===== src/hw/comp_cal_pkg.sv =====
// Purpose: shared constants for the compensation and calibration command path
// Assumes: 100 MHz clk_sys, byte-wide link between host end and sensor end
// Notes:   checksum is crc-8, polynomial 0x31, init 0xFF
package comp_cal_pkg;
  localparam logic [15:0] CMD_SET_ALT      = 16'h2427;
  localparam logic [15:0] CMD_GET_ALT      = 16'h2322;
  localparam logic [15:0] CMD_SET_PRESS    = 16'hE000;
  localparam logic [15:0] CMD_RECAL        = 16'h362F;
  localparam logic [15:0] CMD_STOP         = 16'h3F86;
  localparam logic [15:0] CMD_START        = 16'h21B1;
  localparam logic [15:0] ALT_RESET        = 16'h0000;
  localparam logic [15:0] RECAL_OFFSET     = 16'h8000;
  localparam logic [15:0] RECAL_FAIL       = 16'hFFFF;
  localparam logic [7:0]  CRC_INIT         = 8'hFF;
  localparam logic [7:0]  CRC_POLY         = 8'h31;
  localparam int          CLK_MHZ          = 100;
  localparam int          CMD_TIME_US      = 1000;
  localparam int          RECAL_TIME_US    = 400000;
  localparam int          STOP_TIME_US     = 500000;
  localparam int          CMD_CYC          = CMD_TIME_US * CLK_MHZ;
  localparam int          RECAL_CYC        = RECAL_TIME_US * CLK_MHZ;
  localparam int          STOP_CYC         = STOP_TIME_US * CLK_MHZ;

  // crc-8 over one byte, msb first
  function automatic logic [7:0] crc8_byte(input logic [7:0] crc_in, input logic [7:0] data);
    logic [7:0] c;
    c = crc_in ^ data;
    for (int i = 0; i < 8; i++) begin
      c = c[7] ? ((c << 1) ^ CRC_POLY) : (c << 1);
    end
    return c;
  endfunction : crc8_byte
endpackage : comp_cal_pkg


===== src/hw/comp_cal_if.sv =====
// Purpose: byte link between host end and sensor end
// Assumes: one clock, valid-only bytes, at most one byte per cycle each way
// Notes:   host always writes, sensor answers only when host raises rd_req
`timescale 1ns/1ps
interface comp_cal_if;
  logic       h2d_valid;  // host byte strobe
  logic [7:0] h2d_data;   // host byte
  logic       rd_req;     // host asks for 3 response bytes
  logic       d2h_valid;  // sensor byte strobe
  logic [7:0] d2h_data;   // sensor byte
  logic       d2h_nack;   // sensor refuses read, pulse

  modport sensor (input h2d_valid, h2d_data, rd_req, output d2h_valid, d2h_data, d2h_nack);
  modport host   (output h2d_valid, h2d_data, rd_req, input d2h_valid, d2h_data, d2h_nack);
endinterface : comp_cal_if


===== src/hw/comp_cal_sensor.sv =====
// Purpose: sensor end, decodes altitude, pressure and reference recal commands
// Assumes: host keeps its own timing obligations; bytes arrive on clk_sys
// Notes:   recal correction is computed against a measured-value input
`timescale 1ns/1ps
module comp_cal_sensor #(
  parameter int RECAL_CYCLES = comp_cal_pkg::RECAL_CYC,  // recal busy time
  parameter int STOP_CYCLES  = comp_cal_pkg::STOP_CYC,   // stop busy time
  parameter int CMD_CYCLES   = comp_cal_pkg::CMD_CYC     // plain command time
) (
  input  wire logic        clk_sys,       // system clock
  input  wire logic        nrst,          // sync reset, active low
  comp_cal_if.sensor       lnk,           // link to host
  input  wire logic [15:0] measured_ppm,  // current raw concentration
  output logic [15:0]      altitude_m,    // stored altitude
  output logic [15:0]      pressure_hpa,  // stored pressure
  output logic             use_pressure,  // compensation by pressure
  output logic             measuring,     // measurement mode active
  output logic             busy,          // command executing
  output logic             crc_err        // checksum fault, pulse
);
  typedef enum logic [4:0] {
    S_CMD  = 5'h01,
    S_PAR  = 5'h02,
    S_EXEC = 5'h04,
    S_RESP = 5'h08,
    S_DONE = 5'h10
  } st_t;

  st_t         st_r, st_nxt;
  logic [1:0]  cnt_r, cnt_nxt;
  logic [15:0] cmd_r, cmd_nxt;
  logic [15:0] par_r, par_nxt;
  logic [15:0] resp_r, resp_nxt;
  logic [31:0] tmr_r, tmr_nxt;
  logic        has_resp_r, has_resp_nxt;
  logic        ran_r, ran_nxt;
  logic [15:0] alt_r, alt_nxt;
  logic [15:0] prs_r, prs_nxt;
  logic        usep_r, usep_nxt;
  logic        meas_r, meas_nxt;
  logic        crcerr_r, crcerr_nxt;
  logic        dv_r, dv_nxt;
  logic [7:0]  dd_r, dd_nxt;
  logic        nack_r, nack_nxt;
  logic        busy_r, busy_nxt;
  logic [7:0]  resp_crc;
  logic        cmd_ok;

  assign resp_crc = comp_cal_pkg::crc8_byte(comp_cal_pkg::crc8_byte(
                    comp_cal_pkg::CRC_INIT, resp_r[15:8]), resp_r[7:0]);

  always_comb begin
    case (cmd_r)
      comp_cal_pkg::CMD_SET_PRESS: cmd_ok = 1'b1;
      comp_cal_pkg::CMD_STOP:      cmd_ok = 1'b1;
      default:                     cmd_ok = !meas_r;
    endcase
  end

  // command sequencer; commands with unknown codes are dropped silently
  always_comb begin
    st_nxt       = st_r;
    cnt_nxt      = cnt_r;
    cmd_nxt      = cmd_r;
    par_nxt      = par_r;
    resp_nxt     = resp_r;
    tmr_nxt      = tmr_r;
    has_resp_nxt = has_resp_r;
    ran_nxt      = ran_r;
    alt_nxt      = alt_r;
    prs_nxt      = prs_r;
    usep_nxt     = usep_r;
    meas_nxt     = meas_r;
    crcerr_nxt   = 1'b0;
    dv_nxt       = 1'b0;
    dd_nxt       = dd_r;
    nack_nxt     = 1'b0;
    // reads outside a pending answer are refused
    if (lnk.rd_req && st_r != S_DONE) begin
      nack_nxt = 1'b1;
    end
    case (st_r)
      S_CMD: begin
        if (lnk.h2d_valid) begin
          cmd_nxt = {cmd_r[7:0], lnk.h2d_data};
          if (cnt_r == 2'd1) begin
            cnt_nxt = 2'd0;
            case ({cmd_r[7:0], lnk.h2d_data})
              comp_cal_pkg::CMD_SET_ALT, comp_cal_pkg::CMD_SET_PRESS,
              comp_cal_pkg::CMD_RECAL: begin
                st_nxt = S_PAR;
              end
              default: begin
                st_nxt = S_EXEC;
              end
            endcase
          end else begin
            cnt_nxt = 2'd1;
          end
        end
      end
      S_PAR: begin
        if (lnk.h2d_valid) begin
          if (cnt_r == 2'd2) begin
            cnt_nxt = 2'd0;
            if (comp_cal_pkg::crc8_byte(comp_cal_pkg::crc8_byte(comp_cal_pkg::CRC_INIT,
                par_r[15:8]), par_r[7:0]) == lnk.h2d_data) begin
              st_nxt = S_EXEC;
            end else begin
              crcerr_nxt = 1'b1;
              st_nxt     = S_CMD;
            end
          end else begin
            par_nxt = {par_r[7:0], lnk.h2d_data};
            cnt_nxt = cnt_r + 2'd1;
          end
        end
      end
      S_EXEC: begin
        if (tmr_r == 32'd0) begin
          has_resp_nxt = 1'b0;
          tmr_nxt      = 32'(CMD_CYCLES - 1);
          case (cmd_r)
            comp_cal_pkg::CMD_SET_ALT: if (cmd_ok) alt_nxt = par_r;
            comp_cal_pkg::CMD_GET_ALT: begin
              if (cmd_ok) begin
                resp_nxt     = alt_r;
                has_resp_nxt = 1'b1;
              end
            end
            comp_cal_pkg::CMD_SET_PRESS: begin
              prs_nxt  = par_r;
              usep_nxt = 1'b1;
            end
            comp_cal_pkg::CMD_RECAL: begin
              tmr_nxt      = 32'(RECAL_CYCLES - 1);
              has_resp_nxt = cmd_ok;
              if (!ran_r) begin
                resp_nxt = comp_cal_pkg::RECAL_FAIL;
              end else begin
                resp_nxt = 16'(par_r - measured_ppm + comp_cal_pkg::RECAL_OFFSET);
              end
            end
            comp_cal_pkg::CMD_STOP: begin
              meas_nxt = 1'b0;
              tmr_nxt  = 32'(STOP_CYCLES - 1);
            end
            comp_cal_pkg::CMD_START: begin
              meas_nxt = 1'b1;
              ran_nxt  = 1'b1;
            end
            default: tmr_nxt = 32'd1;
          endcase
          st_nxt = S_RESP;
        end else begin
          tmr_nxt = tmr_r - 32'd1;
        end
      end
      // busy time; bytes arriving now are ignored
      S_RESP: begin
        if (tmr_r == 32'd0) begin
          st_nxt = has_resp_r ? S_DONE : S_CMD;
        end else begin
          tmr_nxt = tmr_r - 32'd1;
        end
      end
      // answer held until read or a new command starts
      S_DONE: begin
        if (lnk.rd_req && cnt_r == 2'd0) begin
          cnt_nxt = 2'd1;
        end
        if (cnt_r != 2'd0) begin
          dv_nxt  = 1'b1;
          dd_nxt  = (cnt_r == 2'd1) ? resp_r[15:8] :
                    (cnt_r == 2'd2) ? resp_r[7:0] : resp_crc;
          cnt_nxt = (cnt_r == 2'd3) ? 2'd0 : cnt_r + 2'd1;
          if (cnt_r == 2'd3) st_nxt = S_CMD;
        end else if (lnk.h2d_valid) begin
          cmd_nxt = {8'h00, lnk.h2d_data};
          cnt_nxt = 2'd1;
          st_nxt  = S_CMD;
        end
      end
      default: st_nxt = S_CMD;
    endcase
    // busy registered from the next state, so it tracks the state register exactly
    busy_nxt = (st_nxt == S_EXEC) || (st_nxt == S_RESP);
  end

  // register stage
  always_ff @(posedge clk_sys) begin
    if (!nrst) begin
      st_r       <= S_CMD;
      cnt_r      <= 2'd0;
      cmd_r      <= 16'h0000;
      par_r      <= 16'h0000;
      resp_r     <= 16'h0000;
      tmr_r      <= 32'd0;
      has_resp_r <= 1'b0;
      ran_r      <= 1'b0;
      alt_r      <= comp_cal_pkg::ALT_RESET;
      prs_r      <= 16'h0000;
      usep_r     <= 1'b0;
      meas_r     <= 1'b0;
      crcerr_r   <= 1'b0;
      dv_r       <= 1'b0;
      dd_r       <= 8'h00;
      nack_r     <= 1'b0;
      busy_r     <= 1'b0;
    end else begin
      st_r       <= st_nxt;
      cnt_r      <= cnt_nxt;
      cmd_r      <= cmd_nxt;
      par_r      <= par_nxt;
      resp_r     <= resp_nxt;
      tmr_r      <= tmr_nxt;
      has_resp_r <= has_resp_nxt;
      ran_r      <= ran_nxt;
      alt_r      <= alt_nxt;
      prs_r      <= prs_nxt;
      usep_r     <= usep_nxt;
      meas_r     <= meas_nxt;
      crcerr_r   <= crcerr_nxt;
      dv_r       <= dv_nxt;
      dd_r       <= dd_nxt;
      nack_r     <= nack_nxt;
      busy_r     <= busy_nxt;
    end
  end

  assign lnk.d2h_valid = dv_r;
  assign lnk.d2h_data  = dd_r;
  assign lnk.d2h_nack  = nack_r;
  assign altitude_m    = alt_r;
  assign pressure_hpa  = prs_r;
  assign use_pressure  = usep_r;
  assign measuring     = meas_r;
  assign busy          = busy_r;
  assign crc_err       = crcerr_r;
endmodule : comp_cal_sensor


===== src/flat_wrapper.sv =====
// flat-port wrapper written by rule: the top's interface ports become plain ports
module comp_cal_sensor_flat 
#(
  parameter int RECAL_CYCLES = comp_cal_pkg::RECAL_CYC,                    
  parameter int STOP_CYCLES  = comp_cal_pkg::STOP_CYC,                    
  parameter int CMD_CYCLES   = comp_cal_pkg::CMD_CYC                          
)
  (clk_sys, nrst, measured_ppm, altitude_m, pressure_hpa, use_pressure, measuring, busy, crc_err, lnk_h2d_valid, lnk_h2d_data, lnk_rd_req, lnk_d2h_valid, lnk_d2h_data, lnk_d2h_nack);
  comp_cal_if lnk_i ();
  input  wire logic clk_sys;
  input  wire logic nrst;
  input  wire logic [15:0] measured_ppm;
  output logic [15:0] altitude_m;
  output logic [15:0] pressure_hpa;
  output logic use_pressure;
  output logic measuring;
  output logic busy;
  output logic crc_err;
  input wire logic [$bits(lnk_i.h2d_valid)-1:0] lnk_h2d_valid;
  input wire logic [$bits(lnk_i.h2d_data)-1:0] lnk_h2d_data;
  input wire logic [$bits(lnk_i.rd_req)-1:0] lnk_rd_req;
  output wire logic [$bits(lnk_i.d2h_valid)-1:0] lnk_d2h_valid;
  output wire logic [$bits(lnk_i.d2h_data)-1:0] lnk_d2h_data;
  output wire logic [$bits(lnk_i.d2h_nack)-1:0] lnk_d2h_nack;
  assign lnk_i.h2d_valid = lnk_h2d_valid;
  assign lnk_i.h2d_data = lnk_h2d_data;
  assign lnk_i.rd_req = lnk_rd_req;
  assign lnk_d2h_valid = lnk_i.d2h_valid;
  assign lnk_d2h_data = lnk_i.d2h_data;
  assign lnk_d2h_nack = lnk_i.d2h_nack;
  comp_cal_sensor #(.RECAL_CYCLES(RECAL_CYCLES), .STOP_CYCLES(STOP_CYCLES), .CMD_CYCLES(CMD_CYCLES)) u_core (.clk_sys(clk_sys), .nrst(nrst), .lnk(lnk_i), .measured_ppm(measured_ppm), .altitude_m(altitude_m), .pressure_hpa(pressure_hpa), .use_pressure(use_pressure), .measuring(measuring), .busy(busy), .crc_err(crc_err));
endmodule

===== config.mk =====
export PLATFORM = sky130hd
export DESIGN_NAME = comp_cal_sensor_flat
export DESIGN_NICKNAME = d
export VERILOG_FILES = /design/src/hw/comp_cal_pkg.sv /design/src/hw/comp_cal_if.sv /design/src/hw/comp_cal_sensor.sv /design/src/flat_wrapper.sv
export SDC_FILE = /design/constraint.sdc
export NUM_CORES = 1
export LEC_CHECK = 0
export CAP_MARGIN = 25
export CORE_MARGIN = 3
export CORE_UTILIZATION = 45
export DETAILED_ROUTE_END_ITERATION = 7
export DONT_BUFFER_PORTS = 1
export PLACE_DENSITY = 0.63
export SYNTH_ARGS = -nofsm -noshare
export SYNTH_HDL_FRONTEND = slang
export SYNTH_SLANG_ARGS = --single-unit

===== constraint.sdc =====
create_clock -name clk_sys -period 4.3 [get_ports clk_sys]
set_input_delay 0.86 -clock clk_sys [delete_from_list [all_inputs] [get_ports clk_sys]]
set_output_delay 0.86 -clock clk_sys [all_outputs]
set_load 0.05 [all_outputs]

# [Yosys cells after proc, flatten, opt, wreduce, memory -nomap -nowiden]
# Cells that the tools add are included.
[word_totals] register_bits=135 inputBits=28 word_cells=188
[op_classes] add_sub_neg=4 eq_ne=28 mux=74 bitwise=37 n_reduce_logical=28
[ops] op="6-bit two-way mux" count=32
[ops] op="16-bit by 14-bit equality test with 1-bit output, second input constant" count=7
[ops] op="3-bit NOT" count=32
[ops] op="16-bit two-way mux" count=5
[ops] op="26-bit case mux with 3 select lines" count=1
[ops] op="32-bit two-way mux" count=2
[ops] op="16-bit case mux with 2 select lines" count=2
[ops] op="32-bit case mux with 2 select lines" count=1
[ops] op="5-bit two-way mux" count=10
[ops] op="16-bit equality test, second input constant" count=2
[ops] op="32-bit zero test" count=1
[ops] op="32-bit by 1-bit subtractor with 32-bit output, second input constant" count=1
[ops] op="5-bit case mux with 5 select lines" count=1
[ops] op="4-bit AND reduction" count=5
[ops] op="16-bit adder, second input constant" count=1
[ops] op="8-bit two-way mux" count=2
[ops] op="8-bit NOT" count=2
[ops] op="16-bit subtractor" count=1
[ops] op="8-bit XOR" count=2
[ops] op="2-bit two-way mux" count=7
[ops] op="3-bit AND reduction" count=4
[ops] op="5-bit by 3-bit equality test with 1-bit output, second input constant" count=2
[ops] op="5-bit by 4-bit equality test with 1-bit output, second input constant" count=2
[ops] op="2-bit != test, second input constant" count=5
[ops] op="25 further kinds" count=41

# [Depth between registers and ports, before layout]
[logic_depth] depth_word=41 mapped_depth=12 mapped_depth_nobuf=12

# [Worst setup path after synthesis]
# No wires, ideal clock.
[synth_path] kind="input to register" from="in measured_ppm[1]" to="reg u_core.resp_r[11]" t_arrival_ps=3430 required_time_ps=4230 setup_slack_ps=799 path_stages=11 path_buffers=0 cell_sequence="inv_1 -> ha_1 -> ha_1 -> fa_1 -> a211oi_1 -> o21bai_1 -> o41ai_1 -> o21a_1 -> o22ai_1 -> or3_1 -> a21oi_1"
[synth_via] elab_chain_len=4
[synth_lines] element="start, declared" line_no="flat_wrapper.sv:12" source="input wire logic [15:0] measured_ppm;"
[synth_lines] element="16-bit subtractor" line_no="comp_cal_sensor.sv:141" source="resp_nxt = 16'(par_r - measured_ppm + comp_cal_pkg::RECAL_OFFSET);"
[synth_lines] element="16-bit adder" line_no="comp_cal_sensor.sv:141"
[synth_lines] element="16-bit two-way mux" line_no="comp_cal_sensor.sv:138" source="if (!ran_r) begin"
[synth_lines] element="16-bit case mux with 2 select lines" line_no="comp_cal_sensor.sv:123" source="case (cmd_r)"
[synth_lines] element="end signal, assigned" line_no="comp_cal_sensor.sv:215" source="resp_r <= resp_nxt;"
[synth_lines] element="end, declared" line_no="comp_cal_sensor.sv:33" source="logic [15:0] resp_r, resp_nxt;"
# Every way passes these cells.
# A chain may end at the register's enable or synchronous reset.

# [Worst setup path in the final report]
# Same ends and word-level chain as after synthesis.

==> results.py <==
metrics = {
    "layout": {
        "syn2layout_area_growth_pct": 9.32,
        "drive_gt1_share_pct": 6.77,
        "fin_util_pct": 50.9,
        "fin_area_um2": 8920,
        "fin_cells": 1229,
        "nets": 1057,
        "fill_cells": 1703,
        "diodes": 0,
    },
    "clocking": {
        "post-cts-setup-buffers": 0,
        "cts.repair.resized": 0,
        "clock_path_buffers": 2,
        "ctsHoldBuffers": 0,
        "path_clk_slew_ns": 0.06,
        "cts-root-buf": "clkbuf_16",
        "htree_levels": 4,
        "clk_latency_ns": 0.42,
        "cts_sinks": 135,
        "cts_inserted_buffers": 17,
        "cts_tree": "yes",
    },
    "setup_path": {
        "worst-path-buf-inv": 2,
        "rrSetupSlack_ns": 1.16,
        "crit_path_start_kind": "input port",
        "critical_path_class": "input port to flip-flop",
        "rr_endpoint": "u_core.resp_r[11]",
        "worstPathCellList": "inv_1 > ha_1 > ha_1 > fa_1 > a211oi_1 > o21bai_1 > o41ai_1 > buf_4 > o21bai_1 > a2111oi_0 > or3_1 > a21oi_1",
        "crit_family": "compound AO/OA/AOI/OAI gates",
        "max_stage_delay_ns": 0.43,
        "required_ns": 4.58,
        "crit_path_max_fanout": 4,
        "r2r_cells": 11,
        "regToRegStartpoint": "u_core.par_r[1]",
        "critPathCaptureType": "flip-flop",
        "critPathArrivalTime_ns": 3.44,
        "critPathSlowestCell": "fa_1",
    },
    "yosys": {
        "synth_edf_count": 0,
        "ys_ff_latch": 135,
        "yosys.cell_types.count": 75,
        "ys.flop_type": "dfxtp_1",
        "synth_nets": 1082,
        "synth_area_um2": 8160,
        "yosys_warnings": 0,
        "synthCells": 1016,
        "synthArstFlopShare_pct": 0,
        "syn_area_per_cell_um2": 8.03,
        "yosysSeqAreaShare_pct": 33.1,
    },
    "routing": {
        "drt_pre_antenna_iters": 5,
        "wl_per_cell_um": 17.5,
        "antenna_left": 0,
        "wirelength_um": 21500,
        "dr_total_vias": 7056,
        "drt-initial-drc-count": 516,
        "vias_per_cell": 5.74,
        "route.detailed.drc": 0,
    },
    "pwr": {
        "cell_internal_pwr_mw": 2.31,
        "leakagePower_nw": 3.45,
        "ir_drop_mv": 0.267,
        "p_sw_mw": 0.761,
        "swShare_pct": 24.7,
        "power_density_nw_per_um2": 345,
        "clock_power_share_pct": 48.7,
        "seqPwrFrac_pct": 42.2,
        "p_comb_share_pct": 9.0,
    },
    "sta": {
        "worst_slew_pin_slew_ns": 0.731,
        "max-slew-margin-rel_pct": 50.9,
        "finalClockSkew_ns": 0.0118,
        "maxSlewViolCount": 0,
        "fmax_ghz": 0.317,
        "fin_crit_sh_pct": 73.4,
        "final.min_clock_period_ns": 3.15,
        "fin_setup_tns_ns": 0,
        "hold_violations": 0,
        "worst_hold_slack_ns": 0.461,
        "rsz0062_at_grt": "false",
        "setup_viol": 0,
    },
    "run": {
        "maxCapViolations": 0,
    },
    "hold_path": {
        "min-delay-start": "u_core.tmr_r[22]",
        "min_delay_worst_endpoint": "u_core.tmr_r[22]",
        "hold_path_class": "flip-flop to flip-flop",
        "hold_depth": 2,
    },
    "grt": {
        "grt_pass1_wl_um": 35300,
        "grt_start_max_net_pins": 62,
        "grt_pass1_vias": 6672,
        "grt_overflow_total": 0,
        "antenna_found_initial": 0,
        "gr-usage-all-layers_pct": 22.0,
    },
    "floorplanning": {
        "start_util_pct": 46.5,
        "core-area_um2": 17500,
        "die_area_um2": 19800,
        "row_count": 48,
        "io-pin-count": 74,
        "die_y_um": 141,
        "die_width_um": 141,
    },
    "place": {
        "hpwl_um": 15500,
        "placedCellCount": 1197,
        "portBuffers": 0,
        "gp_congestion": 0.897,
        "dpl_cell_area_um2": 8310,
    },
    "status": {
        "status": "complete, no violations",
    },
}
[per-stage QoR]
| step | power [mW] | worst slack (ns) |
|---|---|---|
| after floorplan | 1.53 | 0.799 |
| after global placement | 1.60 | 0.822 |
| after detailed placement | 1.60 | 0.746 |
| after CTS | 3.10 | 1.16 |
| after global routing | 3.19 | 0.884 |
| final | 3.07 | 1.15 |
[final cells by class]
type                    count  area, um^2  share of cell area (%)
repair buffers             14         105                    1.18
clock buffers              21         460                    5.16
well taps                 225         282                    3.16
inverters                  36         136                    1.53
multi-input cells         787        5090                    57.0
flip-flops and latches    135        2700                    30.3
clock inverters            11         148                    1.66
[cells by family (layout without fill, tap and decap cells)]
group / Yosys count / count (layout) / share of synthesized area [%]
AO/OA/AOI/OAI: 235 / 235 / 17.3
multiplexers: 25 / 25 / 3.13
buffers and inverters: 94 / 82 / 4.62
adder cells (fa/ha/maj): 38 / 38 / 5.92
AND/OR/NAND/NOR: 407 / 407 / 24.6
flip-flops: 135 / 135 / 33.1
XOR/XNOR: 82 / 82 / 11.4
[how the worst max path moves through the flow]
stage / from / endpoint / slack, ns / cells after the start
4_1_cts: u_core.par_r[1] / u_core.resp_r[11] / 1.16 / 11
3_5_place_dp: measured_ppm[1] / u_core.resp_r[11] / 0.75 / 12
5_1_grt: u_core.par_r[1] / u_core.resp_r[11] / 0.88 / 11
3_3_place_gp: measured_ppm[1] / u_core.resp_r[11] / 0.82 / 12
2_1_floorplan: measured_ppm[1] / u_core.resp_r[11] / 0.80 / 11
6_report: measured_ppm[1] / u_core.resp_r[11] / 1.15 / 12
[metal layers]
metal / up-vias / global-route usage, % / routed length (um)
met2: 160 / 33.2 / 9330
met4: 0 / 6.73 / 379
met1: 3313 / 31.5 / 10500
li1: 3555 / - / -
met5: - / 0 / 0
met3: 28 / 5.05 / 1240
[tightest hold or removal path: stages, from the launching register on]
cell and delay (ns):
dfxtp_1 0.30, o41ai_1 0.05, a21oi_1 0.06
[synthesized netlist by cell type (13+ instances only)]
cell type	count	area [um^2]
a21oi_1	113	566
nand3_1	31	155
ha_1	37	463
or3_1	19	119
a211oi_1	13	97.6
nor2_1	84	315
xnor2_1	51	447
clkbuf_1	44	165
xor2_1	16	140
mux2i_1	21	210
inv_1	34	128
o21ai_0	41	205
nor4_1	17	106
nand2_1	163	612
dfxtp_1	135	2700
o211ai_1	16	120
nor3_1	20	100
[power groups by stage]
| stage | clock (mW) | sequential [mW] | combinational [mW] |
|---|---|---|---|
| after floorplan | 0 | 1.32 | 0.219 |
| after global placement | 0 | 1.32 | 0.275 |
| after detailed placement | 0 | 1.32 | 0.276 |
| after CTS | 1.52 | 1.30 | 0.278 |
| after global routing | 1.57 | 1.30 | 0.314 |
| final | 1.50 | 1.30 | 0.278 |
[flip-flops by register name, indices dropped and copies added (netlist names)]
| signal | count |
|---|---|
| u_core.pressure_hpa | 16 |
| u_core.par_r | 16 |
| u_core.crc_err | 1 |
| u_core.cmd_r | 16 |
| u_core.resp_r | 16 |
| u_core.lnk.d2h_data | 8 |
| u_core.altitude_m | 16 |
| u_core.st_r | 5 |
| u_core.ran_r | 1 |
| u_core.has_resp_r | 1 |
| u_core.use_pressure | 1 |
| u_core.busy | 1 |
| u_core.lnk.d2h_nack | 1 |
| u_core.lnk.d2h_valid | 1 |
| u_core.tmr_r | 32 |
| u_core.cnt_r | 2 |
| u_core.measuring | 1 |
[placed cells by master (no fill, tap or decap), types with 7 or more instances in the layout]
cell and count:
nand2_1 163, dfxtp_1 135, a21oi_1 113, nor2_1 84, xnor2_1 51, o21ai_0 40
ha_1 37, inv_1 34, nand3_1 31, mux2i_1 21, nor3_1 20, or3_1 19
nor4_1 17, clkbuf_16 17, xor2_1 16, o211ai_1 16, buf_4 14, a211oi_1 13
xnor3_1 12, or4_1 9, nand4_1 9, nand3b_1 7, a21o_1 7
Note: power is estimated with default switching activity, not from simulation.
